[config.mk]
export PLATFORM = sky130hd
export DESIGN_NAME = sfcu_core
export DESIGN_NICKNAME = d
export VERILOG_FILES = /design/src/rtl/sfcu_pkg.sv /design/src/rtl/sfcu_core.sv
export SDC_FILE = /design/constraint.sdc
export NUM_CORES = 1
export LEC_CHECK = 0
export BUFFER_PORTS_ARGS = -buffer_cell sky130_fd_sc_hd__buf_2
export CAP_MARGIN = 20
export CORE_UTILIZATION = 55
export DETAILED_ROUTE_END_ITERATION = 7
export PLACE_DENSITY = 0.92
export SYNTH_ARGS = -nofsm -noshare
export SYNTH_HDL_FRONTEND = slang
export SYNTH_SLANG_ARGS = --single-unit
[constraint.sdc]
create_clock -name i_mclk -period 4.2 [get_ports i_mclk]
set_clock_uncertainty 0.1 [all_clocks]
set_input_delay 0.21 -clock i_mclk [delete_from_list [all_inputs] [get_ports i_mclk]]
set_output_delay 0.21 -clock i_mclk [all_outputs]
set_load 0.01 [all_outputs]
[src/rtl/sfcu_pkg.sv]
// sfcu_pkg: constants and word layouts of the serial flow control unit.
// assumes one 20 MHz clock and software commands delivered as 32-bit words.
`default_nettype none
package sfcu_pkg;
  localparam logic [7:0] SUB_OUT_FLOW = 8'h23;
  localparam logic [7:0] SUB_IN_FLOW = 8'h22;
  localparam logic [7:0] SUB_CTS_EVENT = 8'h1a;
  localparam logic [7:0] SUB_STATUS = 8'h1c;
  localparam int DCD_REQ_BIT = 10;
  localparam logic [2:0] MODE_NONE = 3'h0;
  localparam logic [2:0] MODE_MANUAL = 3'h1;
  localparam logic [2:0] MODE_AUTO_CTS = 3'h2;
  localparam logic [2:0] MODE_AUTO_RTS = 3'h3;
  localparam logic [2:0] MODE_FULL_AUTO = 3'h4;
  localparam logic [2:0] MODE_DYNAMIC = 3'h5;
  localparam logic [2:0] MODE_RESET = MODE_NONE;
  localparam logic [7:0] EXT_RESET = 8'h00;
  localparam logic [15:0] TX_DEPTH = 16'h0100;
  localparam logic [4:0] CHUNK_FIXED = 5'h10;
  localparam logic [2:0] BAUD_19200 = 3'h4;

  // output flow word layout
  typedef struct packed {
    logic [7:0] rts_ext;
    logic [9:0] rsv;
    logic wr_block;
    logic chunk_fixed;
    logic no_demand;
    logic [2:0] mode;
    logic [7:0] subcode;
  } sfcu_out_flow_t;

  // cts event word layout
  typedef struct packed {
    logic [15:0] event_num;
    logic [2:0] rsv_hi;
    logic on_negate;
    logic on_assert;
    logic [2:0] rsv_lo;
    logic [7:0] subcode;
  } sfcu_cts_event_t;

  // status word layout
  typedef struct packed {
    logic [15:0] tx_free;
    logic [4:0] rsv_hi;
    logic [2:0] mode;
    logic rsv7;
    logic overrun;
    logic framing;
    logic parity;
    logic [1:0] rsv_lo;
    logic dcd;
    logic cts;
  } sfcu_status_t;

  typedef enum logic [2:0] {
    ST_IDLE = 3'b001,
    ST_SEND = 3'b010,
    ST_EXT = 3'b100
  } sfcu_rts_state_t;
endpackage
`default_nettype wire

[src/rtl/sfcu_core.sv]
// sfcu_core: rts/cts flow control, dcd gating, cts events and status word.
// assumes all inputs synchronous to i_mclk; transmitter reports sent chars.
`timescale 1ns/1ps
`default_nettype none
module sfcu_core (
  input wire logic i_mclk,
  input wire logic i_reset,
  input wire logic i_cmd_valid,
  input wire logic [31:0] i_cmd_word,
  input wire logic i_stat_req,
  input wire logic i_rts_cmd_valid,
  input wire logic i_rts_cmd_level,
  input wire logic i_wr_valid,
  input wire logic i_char_sent,
  input wire logic i_char_tick,
  input wire logic i_cts,
  input wire logic i_dcd,
  input wire logic i_rx_near_full,
  input wire logic i_rx_drained,
  input wire logic [2:0] i_baud_code,
  input wire logic i_err_overrun,
  input wire logic i_err_framing,
  input wire logic i_err_parity,
  output logic o_rts,
  output logic o_tx_enable,
  output logic o_tx_demand,
  output logic o_wr_ack,
  output logic o_wr_error,
  output logic o_wr_wait,
  output logic o_rx_accept,
  output logic [4:0] o_rx_chunk_len,
  output logic o_stat_valid,
  output logic [31:0] o_stat_word,
  output logic o_event_valid,
  output logic [15:0] o_event_num
);
  function automatic logic [4:0] chunk_for(input logic [2:0] baud, input logic fixed);
    if (fixed || baud >= sfcu_pkg::BAUD_19200) begin
      return sfcu_pkg::CHUNK_FIXED;
    end
    return 5'(5'h01 << baud);
  endfunction

  function automatic logic is_auto(input logic [2:0] m);
    return m == sfcu_pkg::MODE_NONE || m == sfcu_pkg::MODE_AUTO_RTS ||
      m == sfcu_pkg::MODE_FULL_AUTO;
  endfunction

  function automatic logic needs_cts(input logic [2:0] m);
    return m == sfcu_pkg::MODE_AUTO_CTS || m == sfcu_pkg::MODE_FULL_AUTO ||
      m == sfcu_pkg::MODE_DYNAMIC;
  endfunction

  sfcu_pkg::sfcu_out_flow_t cmd_out;
  sfcu_pkg::sfcu_cts_event_t cmd_evt;
  assign cmd_out = i_cmd_word;
  assign cmd_evt = i_cmd_word;

  // configuration group
  logic [2:0] mode_q, mode_d;
  logic [7:0] ext_q, ext_d;
  logic wr_block_q, wr_block_d, fixed_q, fixed_d, no_dem_q, no_dem_d;
  logic dcd_req_q, dcd_req_d, sw_rts_q, sw_rts_d;

  always_comb begin
    mode_d = mode_q;
    ext_d = ext_q;
    wr_block_d = wr_block_q;
    fixed_d = fixed_q;
    no_dem_d = no_dem_q;
    dcd_req_d = dcd_req_q;
    sw_rts_d = sw_rts_q;
    if (i_cmd_valid && cmd_out.subcode == sfcu_pkg::SUB_OUT_FLOW) begin
      ext_d = cmd_out.rts_ext;
      wr_block_d = cmd_out.wr_block;
      fixed_d = cmd_out.chunk_fixed;
      no_dem_d = cmd_out.no_demand;
      if (cmd_out.mode <= sfcu_pkg::MODE_DYNAMIC) begin
        mode_d = cmd_out.mode;
      end
    end
    if (i_cmd_valid && cmd_out.subcode == sfcu_pkg::SUB_IN_FLOW) begin
      dcd_req_d = i_cmd_word[sfcu_pkg::DCD_REQ_BIT];
    end
    if (i_rts_cmd_valid) begin
      sw_rts_d = i_rts_cmd_level;
      if (mode_q == sfcu_pkg::MODE_NONE) begin
        mode_d = sfcu_pkg::MODE_MANUAL;
      end
    end
  end

  always_ff @(posedge i_mclk) begin
    if (i_reset) begin
      mode_q <= sfcu_pkg::MODE_RESET;
      ext_q <= sfcu_pkg::EXT_RESET;
      wr_block_q <= 1'b0;
      fixed_q <= 1'b0;
      no_dem_q <= 1'b0;
      dcd_req_q <= 1'b0;
      sw_rts_q <= 1'b0;
    end else begin
      mode_q <= mode_d;
      ext_q <= ext_d;
      wr_block_q <= wr_block_d;
      fixed_q <= fixed_d;
      no_dem_q <= no_dem_d;
      dcd_req_q <= dcd_req_d;
      sw_rts_q <= sw_rts_d;
    end
  end

  // transmit buffer occupancy and rts sequencing
  logic [15:0] cnt_q, cnt_d;
  logic [7:0] ext_cnt_q, ext_cnt_d;
  sfcu_pkg::sfcu_rts_state_t st_q, st_d;
  logic pend_q, pend_d, wr_take, sent, full;
  logic rx_room_q, rx_room_d, rts_d, txen_d, dem_d, ack_d, err_d;

  assign full = cnt_q == sfcu_pkg::TX_DEPTH;
  assign sent = i_char_sent && cnt_q != 16'h0000;

  always_comb begin
    wr_take = 1'b0;
    pend_d = pend_q;
    err_d = 1'b0;
    if (pend_q) begin
      if (!full) begin
        wr_take = 1'b1;
        pend_d = 1'b0;
      end
    end else if (i_wr_valid) begin
      if (!full) begin
        wr_take = 1'b1;
      end else if (wr_block_q && needs_cts(mode_q)) begin
        pend_d = 1'b1;
      end else begin
        err_d = 1'b1;
      end
    end
    ack_d = wr_take;
    cnt_d = 16'(cnt_q + {15'h0000, wr_take} - {15'h0000, sent});
    dem_d = wr_take && cnt_q == 16'h0000 && !no_dem_q;
  end

  always_comb begin
    st_d = st_q;
    ext_cnt_d = ext_cnt_q;
    unique case (st_q)
      sfcu_pkg::ST_IDLE: begin
        if (wr_take && is_auto(mode_q)) begin
          st_d = sfcu_pkg::ST_SEND;
        end
      end
      sfcu_pkg::ST_SEND: begin
        if (cnt_q == 16'h0000 && !wr_take) begin
          if (mode_q != sfcu_pkg::MODE_NONE && ext_q != 8'h00) begin
            st_d = sfcu_pkg::ST_EXT;
            ext_cnt_d = ext_q;
          end else begin
            st_d = sfcu_pkg::ST_IDLE;
          end
        end
      end
      sfcu_pkg::ST_EXT: begin
        if (wr_take) begin
          st_d = sfcu_pkg::ST_SEND;
        end else if (i_char_tick) begin
          ext_cnt_d = 8'(ext_cnt_q - 8'h01);
          if (ext_cnt_q == 8'h01) begin
            st_d = sfcu_pkg::ST_IDLE;
          end
        end
      end
    endcase
    if (!is_auto(mode_q)) begin
      st_d = sfcu_pkg::ST_IDLE;
    end
  end

  always_comb begin
    rx_room_d = rx_room_q;
    if (i_rx_near_full) begin
      rx_room_d = 1'b0;
    end else if (i_rx_drained) begin
      rx_room_d = 1'b1;
    end
    unique case (mode_q)
      sfcu_pkg::MODE_NONE: rts_d = st_d != sfcu_pkg::ST_IDLE;
      sfcu_pkg::MODE_AUTO_RTS, sfcu_pkg::MODE_FULL_AUTO:
        rts_d = sw_rts_d || st_d != sfcu_pkg::ST_IDLE;
      sfcu_pkg::MODE_DYNAMIC: rts_d = rx_room_d;
      default: rts_d = sw_rts_d;
    endcase
    txen_d = cnt_d != 16'h0000 && (!needs_cts(mode_q) || i_cts);
    if (mode_q == sfcu_pkg::MODE_FULL_AUTO && !o_rts) begin
      txen_d = 1'b0;
    end
  end

  always_ff @(posedge i_mclk) begin
    if (i_reset) begin
      cnt_q <= 16'h0000;
      ext_cnt_q <= 8'h00;
      st_q <= sfcu_pkg::ST_IDLE;
      pend_q <= 1'b0;
      rx_room_q <= 1'b1;
      o_rts <= 1'b0;
      o_tx_enable <= 1'b0;
      o_tx_demand <= 1'b0;
      o_wr_ack <= 1'b0;
      o_wr_error <= 1'b0;
      o_wr_wait <= 1'b0;
    end else begin
      cnt_q <= cnt_d;
      ext_cnt_q <= ext_cnt_d;
      st_q <= st_d;
      pend_q <= pend_d;
      rx_room_q <= rx_room_d;
      o_rts <= rts_d;
      o_tx_enable <= txen_d;
      o_tx_demand <= dem_d;
      o_wr_ack <= ack_d;
      o_wr_error <= err_d;
      o_wr_wait <= pend_d;
    end
  end

  // receive side, status and cts events
  logic ovr_q, ovr_d, frm_q, frm_d, par_q, par_d, cts_p_q;
  logic arm_q, arm_d, on_as_q, on_as_d, on_ng_q, on_ng_d, fire;
  logic [15:0] evn_q, evn_d;
  sfcu_pkg::sfcu_status_t stat;

  always_comb begin
    // set wins over the read clear
    ovr_d = i_err_overrun || (ovr_q && !i_stat_req);
    frm_d = i_err_framing || (frm_q && !i_stat_req);
    par_d = i_err_parity || (par_q && !i_stat_req);
    stat = '0;
    stat.tx_free = 16'(sfcu_pkg::TX_DEPTH - cnt_q);
    stat.mode = mode_q;
    stat.overrun = ovr_q;
    stat.framing = frm_q;
    stat.parity = par_q;
    stat.dcd = i_dcd;
    stat.cts = i_cts;
    arm_d = arm_q;
    on_as_d = on_as_q;
    on_ng_d = on_ng_q;
    evn_d = evn_q;
    fire = arm_q && ((on_as_q && i_cts && !cts_p_q) || (on_ng_q && !i_cts && cts_p_q));
    if (fire) begin
      arm_d = 1'b0;
    end
    if (i_cmd_valid && cmd_evt.subcode == sfcu_pkg::SUB_CTS_EVENT) begin
      evn_d = cmd_evt.event_num;
      on_as_d = cmd_evt.on_assert;
      on_ng_d = cmd_evt.on_negate;
      arm_d = cmd_evt.event_num != 16'h0000 &&
        (cmd_evt.on_assert || cmd_evt.on_negate);
      fire = 1'b0;
      if (arm_d && cmd_evt.on_assert != cmd_evt.on_negate &&
          cmd_evt.on_assert == i_cts) begin
        fire = 1'b1;
        arm_d = 1'b0;
      end
    end
  end

  always_ff @(posedge i_mclk) begin
    if (i_reset) begin
      ovr_q <= 1'b0;
      frm_q <= 1'b0;
      par_q <= 1'b0;
      cts_p_q <= 1'b0;
      arm_q <= 1'b0;
      on_as_q <= 1'b0;
      on_ng_q <= 1'b0;
      evn_q <= 16'h0000;
      o_rx_accept <= 1'b0;
      o_rx_chunk_len <= 5'h01;
      o_stat_valid <= 1'b0;
      o_stat_word <= 32'h0000_0000;
      o_event_valid <= 1'b0;
      o_event_num <= 16'h0000;
    end else begin
      ovr_q <= ovr_d;
      frm_q <= frm_d;
      par_q <= par_d;
      cts_p_q <= i_cts;
      arm_q <= arm_d;
      on_as_q <= on_as_d;
      on_ng_q <= on_ng_d;
      evn_q <= evn_d;
      o_rx_accept <= !dcd_req_q || i_dcd;
      o_rx_chunk_len <= chunk_for(i_baud_code, fixed_q);
      o_stat_valid <= i_stat_req;
      if (i_stat_req) begin
        o_stat_word <= stat;
      end
      o_event_valid <= fire;
      if (fire) begin
        o_event_num <= evn_d;
      end
    end
  end
endmodule
`default_nettype wire

[Yosys cells after proc, flatten, opt, wreduce, memory -nomap -nowiden]
Index checks and enable logic that the tools add are counted.
Word-level totals
  register bits after elaboration: 121
Operators by class
  magnitude comparators: 2
  reduce and logical (&&, ||, !) cells: 57
  shift-type cells: 1
  equality and inequality tests: 19
  bitwise operators: 2
  add/subtract/negate cells: 4
  muxes and demuxes: 40
Operators by type and width (count)
  nonzero test 16 bit: 3
  two-way mux 3 bit: 11
  two-way mux 8 bit: 4
  logical AND 1 bit: 23
  two-way mux 1 bit: 19
  adder 16 x 1 -> 16 bit: 1
  equality test 16 x 9 -> 1 bit (second input constant): 1
  equality test 8 x 6 -> 1 bit (second input constant): 2
  logical NOT 16 bit: 1
  two-way mux 16 bit: 1
  one-hot mux 8 bit (2 select lines): 1
  subtractor 16 x 1 -> 16 bit: 1
  subtractor 9 x 16 -> 16 bit (first input constant): 1
  logical OR 1 bit: 13
  two-way mux 5 bit: 2
  equality test 3 x 2 -> 1 bit (second input constant): 3
  equality test 3 bit (second input constant): 3
  one-hot mux 3 bit (3 select lines): 1
  equality test 8 x 1 -> 1 bit (second input constant): 1
  equality test 8 x 5 -> 1 bit (second input constant): 1
  logical NOT 1 bit: 8
  != test 2 bit (second input constant): 4
  nonzero test 8 bit: 1
  subtractor 8 x 1 -> 8 bit (second input constant): 1
  other kinds (15): 18

[Depth between registers and ports, before layout]
  word-level depth: 12
  gate-level depth with buffers: 17
  mapped depth without buffers: 17

[Worst setup path after synthesis]
No wires, ideal clock.
  kind: register to register
  from: register cnt_q[1]
  to: register o_tx_enable
  stages on the path, launching flop included: 18
  period minus slack after synthesis: 3.869 ns
  path slack: 0.331 ns
  data arrival time: 3.642 ns
  library setup time: 0.127 ns
  cells stage by stage: dfxtp_1 > inv_1 > ha_1 > and4_1 > nand3_1 > o21ai_1 > xor2_1 > ha_1 > inv_1 > fa_1 > or2_2 > a221oi_1 > o311a_1 > nor2_1 > o41a_1 > xnor2_1 > and4_1 > a31oi_1
Between the ends
  longest elaborated chain between the ends: 8
Ends and longest elaborated chain
  from (decl): RTL line sfcu_core.sv:114  | logic [15:0] cnt_q, cnt_d;
  from (signal assigned): RTL line sfcu_core.sv:215  | cnt_q <= cnt_d;
  equality test 16 x 9 -> 1 bit: RTL line sfcu_core.sv:120  | assign full = cnt_q == sfcu_pkg::TX_DEPTH;
  two-way mux 1 bit: RTL line sfcu_core.sv:128, sfcu_core.sv:133
  two-way mux 1 bit: RTL line sfcu_core.sv:132  | end else if (i_wr_valid) begin
  two-way mux 1 bit: RTL line sfcu_core.sv:127  | if (pend_q) begin
  adder 16 x 1 -> 16 bit: RTL line sfcu_core.sv:142  | cnt_d = 16'(cnt_q + {15'h0000, wr_take} - {15'h0000, sent});
  subtractor 16 x 1 -> 16 bit (*): RTL line sfcu_core.sv:142
  nonzero test 16 bit (*): RTL line sfcu_core.sv:195  | txen_d = cnt_d != 16'h0000 && (!needs_cts(mode_q) || i_cts);
  logical AND 1 bit (*): RTL line sfcu_core.sv:195
  to (signal assigned): RTL line sfcu_core.sv:221  | o_tx_enable <= txen_d;
  to (decl): RTL line sfcu_core.sv:25  | output logic o_tx_enable,
Every way passes the cells marked *; elsewhere a longest branch is shown, timed or not.
A chain may end at the register's enable or synchronous reset.

[Final worst setup path]
Ends and elaborated chain as after synthesis.

==> reports/results.tsv <==
stage	metric	value	unit
global_route	initial antenna violation count	0	
power_and_ir_drop	Clk pwr share	0.299	
placed_design	detailed placement HPWL	9706	um
critical_path	CP Data Arrival Time	4.35	ns
clock_tree	Max clock buf depth	2	
timing	Hold Slack	0.1858	ns
clock_tree	CTS clk-pin slew, worst paths	0.06	ns
critical_path	crit path max fanout	4	
timing	TNS Setup	0	ns
finish	n_diodes	0	
global_route	final global-route overflow total	0	
clock_tree	Root Buffer	clkbuf_8	
placed_design	Area after DPL	6306	um^2
finish	Finished Layout Cells	934	
placed_design	dpl cells	862	
timing	fin worst setup slack	0.1697	ns
detailed_routing	vias	5242	
floorplan	DIE WIDTH	104.2	um
job	number of max-cap violations	0	
critical_path	crit start category	flip-flop	
global_route	Most Used Layer, Global Route	met2	
yosys	leading area contributor after synthesis	dfxtp_1	
yosys	Post-Syn Instances	653	
yosys	Synth cell types	57	
critical_path	Setup crit end kind	flip-flop	
yosys	YS warnings	0	
power_and_ir_drop	Comb pwr share	0.404	
placed_design	RePlAce Congestion	0.9373	
global_route	met3 usage	0.07018	
yosys	top-area cell type share of the netlist area	0.4219	
finish	most frequent cells in the layout	nor2_1 (127), dfxtp_1 (121), buf_2 (101)	
power_and_ir_drop	Flop pwr share	0.297	
power_and_ir_drop	PD cells	627.0	nW/um^2
clock_tree	CTS HTree Levels	4	
yosys	Post-synth ARST share	0	
detailed_routing	Avg WL per Cell	16.62	um
power_and_ir_drop	Power, Total	4.582	mW
finish	commonest non-fill, non-tap cell in the layout	nor2_1	
placed_design	pre-CTS setup slack	0.1100	ns
floorplan	Row Count	36	
timing	final-report hold violation count	0	
power_and_ir_drop	Peak VDD IR	0.6569	mV
yosys	Yosys reg bits	121	
finish	Layout fillers	634	
finish	Final Cell Area	7308	um^2
power_and_ir_drop	sw frac	0.3685	
critical_path	Setup Crit Path Kind	reg -> reg	
floorplan	core area	9955	um^2
power_and_ir_drop	Pleak	3.354	nW
timing	Tmin final	4.030	ns
timing	final setup fails	0	
status	outcome	finished, final reports clean	
clock_tree	TritonCTS clock tree	built	
critical_path	Worst EP required	4.52	ns
finish	layout cells sized above 1	0.1948	
timing	Final Max Slew Viols	0	
timing	Worst Tran Pin Value	1.037	ns
detailed_routing	drt pass-1 iters	7	
finish	area growth from synthesis to layout	27.28	%
detailed_routing	DRC errors left	0	
detailed_routing	vias per cell	5.612	
worst_hold_path	HP Class	in -> reg	
global_route	vias in the first global route	5045	
timing	Slew HR	0.3067	
clock_tree	Clock Sinks	121	
global_route	global-route wire length before repair	23680	um
yosys	Post-synth EDFFs	0	
power_and_ir_drop	Int Pwr	2.893	mW
floorplan	Initial Utilization	0.5768	
clock_tree	latest clock arrival within the worst-skew pair	0.54	ns
yosys	cell area after synthesis	5742	um^2
finish	Final nets	873	
yosys	synth top area cells	dfxtp_1 (42%), nor2_1 (8.3%), mux2i_1 (7.8%)	
detailed_routing	Iteration-0 DRC Markers	355	
global_route	GR Layer Usage met2	0.4890	
floorplan	IO Pins	113	
finish	final core occ	0.7342	
yosys	sequential area share after synthesis	0.4219	
yosys	syn avg cell area	8.793	um^2
global_route	gr usage total	0.2763	
floorplan	Die ar.	10850	um^2
timing	Achievable Freq	0.2481	GHz
timing	post-route clock period utilization	0.9596	
detailed_routing	drt total wl	15520	um
power_and_ir_drop	switching pwr	1.689	mW
global_route	largest net degree at the start of global routing	119	
placed_design	IO buf count	102	
detailed_routing	antenna violation net count after detailed routing	0	
clock_tree	Inserted Clock Buffers	17	
floorplan	Die Y	104.2	um
yosys	Main synth FF type	dfxtp_1	
global_route	met1 usage	0.3123	
==> sequential cells by signal, summed over array words and instances (netlist names), 3 cells and up <==
signal          cells
cnt_q              16
ext_cnt_q           8
st_q                3
ext_q               8
mode_q              3
o_stat_word        24
evn_q              16
o_rx_chunk_len      5
o_event_num        16
==> synth_stat cells (all sizes together) (3+ instances only) <==
| cell type | instances |
|---|---|
| o221a | 3 |
| xnor2 | 25 |
| nor2 | 127 |
| buf | 16 |
| nor4 | 11 |
| and4 | 4 |
| inv | 34 |
| or3 | 3 |
| o22ai | 4 |
| o21ai | 16 |
| nor4b | 4 |
| xor2 | 6 |
| and2 | 3 |
| nand2b | 7 |
| dfxtp | 121 |
| a21oi | 36 |
| nand3 | 11 |
| o21bai | 4 |
| mux2i | 45 |
| a21o | 4 |
| a211oi | 25 |
| or2 | 4 |
| ha | 33 |
| a22oi | 3 |
| clkbuf | 21 |
| nor3 | 9 |
| nor2b | 15 |
| nand2 | 29 |
==> final timing paths <==
path | from | cells past startpoint | to | slack, ns
worst max register to register | cnt_q[1] | 16 | o_tx_enable | 0.17
worst min register to register | no_dem_q | 1 | o_tx_demand | 0.33
worst max-delay path | cnt_q[1] | 16 | o_tx_enable | 0.17
worst min-delay path | i_stat_req | 3 | o_stat_word[24] | 0.19
==> critical path, stage by stage, from the launching register on <==
cell and delay (ns):
dfxtp_1 0.34, inv_1 0.14, ha_2 0.24, and4_2 0.29, nand3_1 0.12, o21ai_1 0.16
buf_4 0.16, nand3_1 0.10, ha_1 0.30, a21o_1 0.19, a2111o_1 0.43, a2111oi_4 0.38
a211oi_2 0.12, or3_1 0.39, a21oi_2 0.17, xnor2_1 0.17, a31oi_1 0.11
==> kinds of logic (layout without fill, tap and decap cells) <==
kind of cell / Yosys count / count (layout) / share of synthesized area
buffers and inverters: 71 / 212 / 0.05208
AND/OR/NAND/NOR: 236 / 236 / 0.1900
flip-flops: 121 / 121 / 0.4219
multiplexers: 46 / 46 / 0.08041
XOR/XNOR: 31 / 31 / 0.04729
adder cells (fa/ha/maj): 34 / 34 / 0.07540
AO/OA/AOI/OAI: 113 / 113 / 0.1323
other: 1 / 8 / 0.0006531
==> final cells by class <==
cell class / instances / area, um^2 / area share
flip-flops and latches: 121 / 2422 / 0.3314
repair buffers: 146 / 958.4 / 0.1311
clock buffers: 17 / 414.1 / 0.05667
well taps: 133 / 166.4 / 0.02277
inverters: 34 / 127.6 / 0.01746
clock inverters: 15 / 142.6 / 0.01952
multi-input cells: 468 / 3077 / 0.4210
==> per-layer routing <==
metal	up-vias	routed length, um
li1	2497	-
met1	2484	6154
met2	207	8025
met3	54	832
met4	0	510
met5	-	0
==> power by group through the flow <==
stage               Clock (mW)  Combinational, mW  Sequential (mW)
global placement             0               1.65             1.37
global route              1.43               2.04             1.37
CTS                       1.37               1.77             1.36
detailed placement           0               1.71             1.38
floorplan                    0               1.31             1.39
finish                    1.37               1.85             1.36
==> what timing repair did <==
| item | CTS | global route |
|---|---|---|
| resized for setup | 0 | 6 |
| endpoints found under the hold margin | 58 | 6 |
| setup endpoints to repair | 0 | 2 |
| buffers inserted | 0 | 1 |
| hold buffers | 37 | 1 |
Note: power is estimated with default switching activity, not from simulation.
